[config.mk]
export PLATFORM = sky130hd
export DESIGN_NAME = rs_exec_core
export DESIGN_NICKNAME = d
export VERILOG_FILES = /design/src/rs_exec_pkg.sv /design/src/rs_exec_core.sv /design/src/rs_stack_mem.sv
export SDC_FILE = /design/constraint.sdc
export NUM_CORES = 1
export LEC_CHECK = 0
export ABC_AREA = 0
export BUFFER_PORTS_ARGS = -buffer_cell sky130_fd_sc_hd__buf_2
export CORE_UTILIZATION = 30
export DETAILED_ROUTE_END_ITERATION = 8
export HOLD_SLACK_MARGIN = 0.1
export PLACE_DENSITY = 0.45
export SKIP_CTS_REPAIR_TIMING = 1
export SYNTH_ARGS = -nofsm -noshare
export SYNTH_HDL_FRONTEND = slang
export SYNTH_HIERARCHICAL = 1
export SYNTH_SLANG_ARGS = --single-unit
[constraint.sdc]
create_clock -name clk -period 4.35 [get_ports clk]
set_clock_uncertainty 0.2 [all_clocks]
set_input_delay 0.435 -clock clk [delete_from_list [all_inputs] [get_ports clk]]
set_output_delay 0.435 -clock clk [all_outputs]
set_load 0.01 [all_outputs]
[src/rs_exec_pkg.sv]
// Shared constants and types for the return-stack instruction executor
`default_nettype none

package rs_exec_pkg;

  // ==========================================================
  // Widths
  // ==========================================================
  localparam int PC_W   = 21;  // Program counter width
  localparam int WORD_W = 16;  // Instruction word width
  localparam int DATA_W = 8;   // Accumulator and bank width
  localparam int STAT_W = 5;   // Status register width
  localparam int DEPTH  = 31;  // Return stack levels

  // ==========================================================
  // Opcodes and field positions
  // ==========================================================
  localparam logic [15:0] OPC_NOP_ZERO  = 16'h0000;
  localparam logic [15:0] OPC_DISCARD   = 16'h0006;
  localparam logic [15:0] OPC_SAVE      = 16'h0005;
  localparam logic [15:0] OPC_RESTART   = 16'h00FF;
  localparam logic [14:0] OPC_IRET_HI   = 15'h0008;  // Word bits 15:1
  localparam logic [7:0]  OPC_RETLIT_HI = 8'h0C;     // Word bits 15:8
  localparam logic [4:0]  OPC_CALL_HI   = 5'h1B;     // Word bits 15:11
  localparam logic [3:0]  OPC_NOP_NIB   = 4'hF;      // Word bits 15:12
  localparam int          OFS_W         = 11;        // Call offset width
  localparam int          SHADOW_BIT    = 0;         // Shadow select bit

  // ==========================================================
  // Reset values and steps
  // ==========================================================
  localparam logic [PC_W-1:0]   PC_RST   = 21'h0_0000;
  localparam logic [PC_W-1:0]   PC_STEP  = 21'h0_0002;
  localparam logic [DATA_W-1:0] W_RST    = 8'h00;
  localparam logic [DATA_W-1:0] BANK_RST = 8'h00;
  localparam logic [STAT_W-1:0] STAT_RST = 5'h00;
  localparam logic [1:0]        IRQ_RST  = 2'h0;
  localparam int                IRQ_HI   = 0;  // High / global enable
  localparam int                IRQ_LO   = 1;  // Low / peripheral enable

  // Decoded operation kinds
  typedef enum logic [2:0] {
    K_NOP, K_DISCARD, K_SAVE, K_CALL, K_IRET, K_RETLIT, K_RESTART, K_OTHER
  } op_kind_t;

endpackage

`default_nettype wire

[src/rs_exec_core.sv]
// Decode and execute of control-flow and return-stack instructions
//
// Behaviour
// RQ1: 0x0006 discards stack top, one cycle
// RQ2: Discard pops top; older entry becomes top
// RQ3: 0x0005 saves next address, one cycle
// RQ4: Save pushes counter plus two
// RQ5: Relative call pattern, 11-bit offset, two cycles
// RQ6: Call pushes counter+2, jumps counter+2+2n
// RQ7: Interrupt return, bit0 selects shadow restore
// RQ8: Interrupt return pops into counter
// RQ9: Interrupt return sets high or low enable
// RQ10: Shadow restore loads accumulator, flags, bank
// RQ11: Literal return carries 8-bit literal, two cycles
// RQ12: Literal return writes accumulator, pops counter
// RQ13: 0x00FF is software restart, one cycle
// RQ14: Restart returns all state to reset values
// RQ15: Zero word or top nibble F: no effect
`default_nettype none

module rs_exec_core #(
  parameter int DEPTH = rs_exec_pkg::DEPTH
) (
  // Clock and reset
  input  wire logic                             clk,
  input  wire logic                             srst,
  // Instruction stream
  input  wire logic                             instr_valid,
  input  wire logic [rs_exec_pkg::WORD_W-1:0]   instr_word,
  output var  logic                             fetch_ready_reg,
  // Interrupt controller side
  input  wire logic                             priority_mode,
  input  wire logic [1:0]                       irq_enable_clear,
  input  wire logic [rs_exec_pkg::DATA_W-1:0]   accumulator_shadow,
  input  wire logic [rs_exec_pkg::STAT_W-1:0]   flags_shadow,
  input  wire logic [rs_exec_pkg::DATA_W-1:0]   bank_select_shadow,
  // Architectural state
  output var  logic [rs_exec_pkg::PC_W-1:0]     program_counter_reg,
  output var  logic [rs_exec_pkg::PC_W-1:0]     stack_top_entry_reg,
  output var  logic [rs_exec_pkg::DATA_W-1:0]   accumulator_reg,
  output var  logic [rs_exec_pkg::STAT_W-1:0]   status_reg,
  output var  logic [rs_exec_pkg::DATA_W-1:0]   bank_select_reg,
  output var  logic [1:0]                       irq_enable_reg,
  output var  logic                             restart_pulse_reg
);

  // ==========================================================
  // Local sizes
  // ==========================================================
  localparam int ENTRIES = DEPTH - 1;           // Levels below the top
  localparam int AW      = $clog2(ENTRIES);     // Memory address width
  localparam int CW      = $clog2(ENTRIES + 1); // Level count width
  localparam int PC_W    = rs_exec_pkg::PC_W;
  localparam int DATA_W  = rs_exec_pkg::DATA_W;
  localparam int STAT_W  = rs_exec_pkg::STAT_W;

  // Refuse a stack too shallow for a top plus two stored levels
  if (DEPTH < 3) begin : g_depth_check
    $error("rs_exec_core: DEPTH must be at least 3");
  end

  // ==========================================================
  // State
  // ==========================================================
  logic [PC_W-1:0]   pc_next;          // Next program counter
  logic [PC_W-1:0]   top_next;         // Next stack top
  logic              top_valid_reg;    // Stack top holds an entry
  logic              top_valid_next;
  logic [CW-1:0]     level_reg;        // Entries held in memory
  logic [CW-1:0]     level_next;
  logic [DATA_W-1:0] acc_next;         // Next accumulator
  logic [STAT_W-1:0] status_next;      // Next status
  logic [DATA_W-1:0] bank_next;        // Next bank select
  logic [1:0]        irq_next;         // Next interrupt enables
  logic              busy_next;        // Next cycle is a refused cycle
  logic              ready_next;       // Next fetch ready
  logic              restart_next;     // Restart pulse next
  logic              take;             // Instruction accepted
  rs_exec_pkg::op_kind_t kind;         // Decoded operation

  // Stack memory ports
  logic              mem_we;           // Push writes old top
  logic [AW-1:0]     mem_waddr;        // Write address
  logic [AW-1:0]     mem_raddr;        // Address of next-below entry
  logic [PC_W-1:0]   below_top;        // Entry just below the top

  // Sign-extended call displacement, doubled
  logic [PC_W-1:0]   call_disp;
  logic [PC_W-1:0]   ret_addr;         // Counter plus two

  // ==========================================================
  // Decode
  // ==========================================================
  // Classify the word into one operation kind
  always_comb begin
    if (instr_word == rs_exec_pkg::OPC_NOP_ZERO ||
        instr_word[15:12] == rs_exec_pkg::OPC_NOP_NIB) begin
      kind = rs_exec_pkg::K_NOP;                                // [RQ15]
    end else if (instr_word == rs_exec_pkg::OPC_DISCARD) begin
      kind = rs_exec_pkg::K_DISCARD;                            // [RQ1]
    end else if (instr_word == rs_exec_pkg::OPC_SAVE) begin
      kind = rs_exec_pkg::K_SAVE;                               // [RQ3]
    end else if (instr_word[15:11] == rs_exec_pkg::OPC_CALL_HI) begin
      kind = rs_exec_pkg::K_CALL;                               // [RQ5]
    end else if (instr_word[15:1] == rs_exec_pkg::OPC_IRET_HI) begin
      kind = rs_exec_pkg::K_IRET;                               // [RQ7]
    end else if (instr_word[15:8] == rs_exec_pkg::OPC_RETLIT_HI) begin
      kind = rs_exec_pkg::K_RETLIT;                             // [RQ11]
    end else if (instr_word == rs_exec_pkg::OPC_RESTART) begin
      kind = rs_exec_pkg::K_RESTART;                            // [RQ13]
    end else begin
      kind = rs_exec_pkg::K_OTHER;
    end
  end

  // Offset n times two, sign-extended to the counter width
  assign call_disp = {{(PC_W - rs_exec_pkg::OFS_W - 1){instr_word[10]}},
                      instr_word[10:0], 1'b0};                  // [RQ6]
  assign ret_addr  = program_counter_reg + rs_exec_pkg::PC_STEP;
  assign take      = instr_valid && fetch_ready_reg;

  // ==========================================================
  // Execute
  // ==========================================================
  // Compute every next value from the accepted instruction
  always_comb begin
    pc_next        = program_counter_reg;
    top_next       = stack_top_entry_reg;
    top_valid_next = top_valid_reg;
    level_next     = level_reg;
    acc_next       = accumulator_reg;
    status_next    = status_reg;
    bank_next      = bank_select_reg;
    irq_next       = irq_enable_reg & ~irq_enable_clear;
    busy_next      = 1'b0;
    restart_next   = 1'b0;
    mem_we         = 1'b0;
    if (take) begin
      unique case (kind)
        rs_exec_pkg::K_NOP,
        rs_exec_pkg::K_OTHER: begin
          // Only the counter advances
          pc_next = ret_addr;                                   // [RQ15]
        end
        rs_exec_pkg::K_DISCARD: begin
          // Drop the top; the older entry rises
          pc_next = ret_addr;
          if (level_reg != '0) begin
            top_next   = below_top;                             // [RQ2]
            level_next = level_reg - CW'(1);
          end else begin
            top_next       = rs_exec_pkg::PC_RST;
            top_valid_next = 1'b0;
          end
        end
        rs_exec_pkg::K_SAVE: begin
          // Push the next address
          pc_next = ret_addr;
          {mem_we, top_valid_next} = {top_valid_reg, 1'b1};
          top_next = ret_addr;                                  // [RQ4]
          if (top_valid_reg && level_reg != CW'(ENTRIES)) begin
            level_next = level_reg + CW'(1);
          end
        end
        rs_exec_pkg::K_CALL: begin
          // Push return address, then jump relative
          {mem_we, top_valid_next} = {top_valid_reg, 1'b1};
          top_next  = ret_addr;                                 // [RQ6]
          pc_next   = ret_addr + call_disp;                     // [RQ6]
          busy_next = 1'b1;                                     // [RQ5]
          if (top_valid_reg && level_reg != CW'(ENTRIES)) begin
            level_next = level_reg + CW'(1);
          end
        end
        rs_exec_pkg::K_IRET,
        rs_exec_pkg::K_RETLIT: begin
          // Pop the top into the counter; then set an interrupt enable or load the literal
          pc_next   = stack_top_entry_reg;                      // [RQ8] [RQ12]
          busy_next = 1'b1;                                     // [RQ7] [RQ11]
          if (level_reg != '0) begin
            top_next   = below_top;
            level_next = level_reg - CW'(1);
          end else begin
            top_next       = rs_exec_pkg::PC_RST;
            top_valid_next = 1'b0;
          end
          if (kind == rs_exec_pkg::K_RETLIT) begin
            acc_next = instr_word[7:0];                         // [RQ12]
          end else begin
            // Set wins over a same-cycle clear from the controller
            if (!priority_mode || !irq_enable_reg[rs_exec_pkg::IRQ_HI]) begin
              irq_next[rs_exec_pkg::IRQ_HI] = 1'b1;             // [RQ9]
            end else begin
              irq_next[rs_exec_pkg::IRQ_LO] = 1'b1;             // [RQ9]
            end
            if (instr_word[rs_exec_pkg::SHADOW_BIT]) begin
              acc_next    = accumulator_shadow;                 // [RQ10]
              status_next = flags_shadow;                       // [RQ10]
              bank_next   = bank_select_shadow;                 // [RQ10]
            end
          end
        end
        rs_exec_pkg::K_RESTART: begin
          // Same state as an external master clear
          pc_next        = rs_exec_pkg::PC_RST;                 // [RQ14]
          top_next       = rs_exec_pkg::PC_RST;
          top_valid_next = 1'b0;
          level_next     = '0;
          acc_next       = rs_exec_pkg::W_RST;
          status_next    = rs_exec_pkg::STAT_RST;
          bank_next      = rs_exec_pkg::BANK_RST;
          irq_next       = rs_exec_pkg::IRQ_RST;
          restart_next   = 1'b1;                                // [RQ13]
        end
      endcase
    end
    ready_next = !busy_next;
  end

  // Register the architectural state
  always_ff @(posedge clk) begin
    if (srst) begin
      program_counter_reg <= rs_exec_pkg::PC_RST;
      stack_top_entry_reg <= rs_exec_pkg::PC_RST;
      top_valid_reg       <= 1'b0;
      level_reg           <= '0;
      accumulator_reg     <= rs_exec_pkg::W_RST;
      status_reg          <= rs_exec_pkg::STAT_RST;
      bank_select_reg     <= rs_exec_pkg::BANK_RST;
      irq_enable_reg      <= rs_exec_pkg::IRQ_RST;
      fetch_ready_reg     <= 1'b0;
      restart_pulse_reg   <= 1'b0;
    end else begin
      program_counter_reg <= pc_next;
      stack_top_entry_reg <= top_next;
      top_valid_reg       <= top_valid_next;
      level_reg           <= level_next;
      accumulator_reg     <= acc_next;
      status_reg          <= status_next;
      bank_select_reg     <= bank_next;
      irq_enable_reg      <= irq_next;
      fetch_ready_reg     <= ready_next;
      restart_pulse_reg   <= restart_next;
    end
  end

  // ==========================================================
  // Stack storage
  // ==========================================================
  // Old top lands at the current level; a full stack drops it
  assign mem_waddr = (level_reg == CW'(ENTRIES)) ?
                     AW'(ENTRIES - 1) : level_reg[AW-1:0];
  // Keep the entry just below the next top in the read register
  assign mem_raddr = (level_next == '0) ? '0 :
                     AW'(level_next - CW'(1));

  rs_stack_mem #(
    .WIDTH   (PC_W),
    .ENTRIES (ENTRIES),
    .AW      (AW)
  ) u_stack (
    .clk         (clk),
    .wr_en       (mem_we && level_reg != CW'(ENTRIES)),
    .wr_addr     (mem_waddr),
    .wr_data     (stack_top_entry_reg),
    .rd_addr     (mem_raddr),
    .rd_data_reg (below_top)
  );

endmodule

`default_nettype wire

[src/rs_stack_mem.sv]
// Return stack storage with registered, write-through read data
`default_nettype none

module rs_stack_mem #(
  parameter int WIDTH   = 21,
  parameter int ENTRIES = 30,
  parameter int AW      = 5
) (
  // Clock
  input  wire logic             clk,
  // Write port
  input  wire logic             wr_en,
  input  wire logic [AW-1:0]    wr_addr,
  input  wire logic [WIDTH-1:0] wr_data,
  // Read port
  input  wire logic [AW-1:0]    rd_addr,
  output var  logic [WIDTH-1:0] rd_data_reg
);

  // ==========================================================
  // Storage
  // ==========================================================
  logic [WIDTH-1:0] mem [ENTRIES];  // Stored lower levels
  logic [WIDTH-1:0] rd_data_next;   // Read value before register

  // Refuse a depth that the address width cannot reach
  if (ENTRIES < 1 || ENTRIES > (1 << AW)) begin : g_size_check
    $error("rs_stack_mem: ENTRIES does not fit AW");
  end

  // Forward a same-cycle write so the read never sees stale data
  always_comb begin
    if (wr_en && wr_addr == rd_addr) begin
      rd_data_next = wr_data;
    end else begin
      rd_data_next = mem[rd_addr];
    end
  end

  // Write and read registers
  always_ff @(posedge clk) begin
    if (wr_en) begin
      mem[wr_addr] <= wr_data;
    end
    rd_data_reg <= rd_data_next;
  end

endmodule

`default_nettype wire

==> results.yml <==
sta:
  fin_tns_setup_ps: 0
  finalSetupViolCount: 0
  rsz0062_at_grt: "no"
  slew_headroom_pct: 32.7
  finalCritPeriodShare_pct: 91.7
  hold_viol: 0
  period_needed_ps: 3990
  drv_slew: 0
  tightest_slew_ps: 1000
  max_freq_mhz: 251
logic_synthesis:
  synth_top_area_share_pct: 64.0
  synth_fp_nets: 1920
  yosysSeqAreaShare_pct: 69.3
  ys_ff_latch: 708
  ys_top_cells_by_area: "edfxtp_1 64%, mux4_2 6.3%, dfxtp_1 5.3%"
  yosysWarnings: 6
  yosysTopAreaCell: "edfxtp_1"
  synth.distinct_cells: 80
  netlist_instances: 1851
  netlist_area_um2: 29500
  avgSynthCellArea_um2: 16.0
  synthArstFlopShare_pct: 0
  synth_edf_count: 630
  ys.flop_type: "edfxtp_1"
pwr:
  p_sw_share_pct: 21.1
  sequentialPowerShare_pct: 51.8
  leakage_nw: 10.1
  ir_worst_vdd_mv: 0.296
  combPwrFrac_pct: 2.2
  power.internal_w: 0.0112
  clkPwrFrac_pct: 46.0
  p_sw_w: 0.00298
  powerDensity_nw_per_um2: 404
clock_tree:
  root_buffer: "clkbuf_16"
  cts_tree: "done"
  clk_pin_slew_ps: 60
  cts_sinks: 708
  worstSkewPairLatency_ps: 640
  htree_levels: 3
  cts_buffers: 78
  cts_buffer_depth: 3
setup_path:
  crit_type: "flip-flop to flip-flop"
  cp-start-kind: "flip-flop"
  setup.worst_path.end_class: "flip-flop"
  cp.arrival_ps: 4310
  path_max_fanout: 5
  worst_ep_required_time_ps: 4670
placement:
  gp_congestion: 0.855
  io_buffers: 109
  place.detailed.hpwl_mm: 54.4
  dp.cells: 3255
route:
  ant_nets: 0
  via_per_inst: 5.14
  routed_wirelength_mm: 82.8
  vias: 17600
  route.detailed.drc: 0
  dr.first_iter.drc_count: 1641
  dr.pass1.iters: 7
  wire_per_inst_um: 24.2
floorplan:
  initial_core_util_pct: 30.4
  die_x_um: 316
  fp.dieH_um: 316
  fp.coreArea_um2: 97100
  dieArea_um2: 99800
  num_rows: 114
  ioPinCount: 110
grt:
  grt_max_degree: 63
  antenna_found_initial: 2
  grt-ovfl-total: 0
  grt_pass1_wl_mm: 121
  track_usage_pct: 16.5
  grt_pass1_vias: 17600
status:
  status: "completed"
layout:
  fin_cells: 3419
  fin_nets: 2150
  largest_reg_flops: 630
  area_growth_pct: 18.8
  post-route-util_pct: 36.1
  drive_above_1_share_pct: 25.6
hold_path:
  hold_class: "input pin to flip-flop"
flow_run:
  cap_violations: 0
area by class of cell:
| type | count | area [um2] |
|---|---|---|
| inverters | 15 | 56.3 |
| clock buffers | 97 | 2040 |
| flip-flops and latches | 708 | 20500 |
| diodes | 1 | 2.50 |
| multi-input cells | 1027 | 8520 |
| fillers | 9151 | 62000 |
| repair buffers | 251 | 1890 |
| clock inverters | 44 | 487 |
| well taps | 1276 | 1600 |
critical path: stages, from the launching register on:
cell and delay (ps):
dfxtp_1 420, ha_1 260, and3_1 250, nand4_1 210, nor2_1 180, xnor2_1 170, inv_1 110, ha_1 350
a21o_1 190, and4_1 200, o31ai_1 280, o31ai_2 120, or3_1 330, xor2_1 150, a221o_1 290, a22oi_1 130
nor2_1 50
through the flow:
stage               instance area (um2)  total power (W)  hold WS, ps  setup WS, ps
floorplan                         29500          0.00766          276           513
global route                      35100           0.0146          119          37.3
global placement                  32300          0.00778          234           415
finish                            35100           0.0142          109           362
CTS                               34900           0.0143         -169           371
detailed placement                32300          0.00778          243           367
per-layer routing:
layer | up-vias | track usage (%) | wire length, um
met5 | - | 0 | 0
li1 | 7877 | - | -
met4 | 0 | 3.49 | 1400
met3 | 104 | 2.51 | 3650
met1 | 9142 | 24.0 | 39900
met2 | 450 | 25.9 | 37800
final timing paths:
path / slack [ps] / startpoint / depth (start not counted) / to
max reg2reg: 360 / program_counter_reg[1]$_SDFFE_PP0P_ / 16 / program_counter_reg[16]$_SDFFE_PP0P_
min: 110 / accumulator_shadow[3] / 5 / accumulator_reg[3]$_SDFFE_PP0P_
max: 360 / program_counter_reg[1]$_SDFFE_PP0P_ / 16 / program_counter_reg[16]$_SDFFE_PP0P_
min reg2reg: 250 / bank_select_reg[3]$_SDFFE_PP0P_ / 2 / bank_select_reg[3]$_SDFFE_PP0P_
logic make-up (layout without fill, tap and decap cells):
kind of cell             count (synthesis)  after routing  synth area share, %
flip-flops                             708            708                 69.3
AND/OR/NAND/NOR                        420            420                 7.01
AO/OA/AOI/OAI                          332            332                 7.73
multiplexers                           213            213                 11.6
buffers and inverters                  116            407                 2.17
XOR/XNOR                                36             36                 1.07
adder cells (fa/ha/maj)                 26             26                 1.13
other                                    0              1                    0
synthesized netlist by cell type (5+ instances only):
cell type,count
a2111oi_0,5
nand2_1,86
nand3_1,43
nor3_1,41
buf_6,15
nand2b_1,6
a221o_1,12
o21ai_0,33
a22oi_1,35
o22ai_1,52
or2_2,10
buf_2,13
a21oi_1,67
nand4_1,11
o21ai_1,10
nor2b_1,23
xnor2_1,18
ha_1,25
inv_1,14
mux4_1,11
and3_1,10
and2_1,5
nand3b_1,10
nor2_1,134
mux2i_1,60
a211o_1,6
buf_4,13
and4_1,7
a221oi_1,12
nor4_1,12
edfxtp_1,630
xor2_1,18
clkbuf_1,54
a21o_1,11
a211oi_1,57
mux4_2,83
mux2_2,59
dfxtp_1,78
cell usage in the layout, fill, tap and decap left out, types with 41 or more instances in the layout:
master / netlist / routed
edfxtp_1: 630 / 630
dfxtp_1: 78 / 73
mux2_2: 59 / 59
o22ai_1: 52 / 52
mux4_2: 83 / 83
a21oi_1: 67 / 67
nor3_1: 41 / 41
buf_4: 13 / 102
buf_2: 13 / 109
a211oi_1: 57 / 57
nor2_1: 134 / 103
nand3_1: 43 / 43
nand2_1: 86 / 86
mux2i_1: 60 / 60
clkbuf_16: 0 / 79
power groups by stage:
| stage | sequential (W) | combinational (W) | clock [W] |
|---|---|---|---|
| floorplan | 0.00749 | 0.000168 | 0 |
| global placement | 0.00748 | 0.000295 | 0 |
| detailed placement | 0.00748 | 0.000295 | 0 |
| CTS | 0.00734 | 0.000297 | 0.00668 |
| global route | 0.00734 | 0.000341 | 0.00692 |
| finish | 0.00734 | 0.000311 | 0.00651 |
Note: power is estimated with default switching activity, not from simulation.
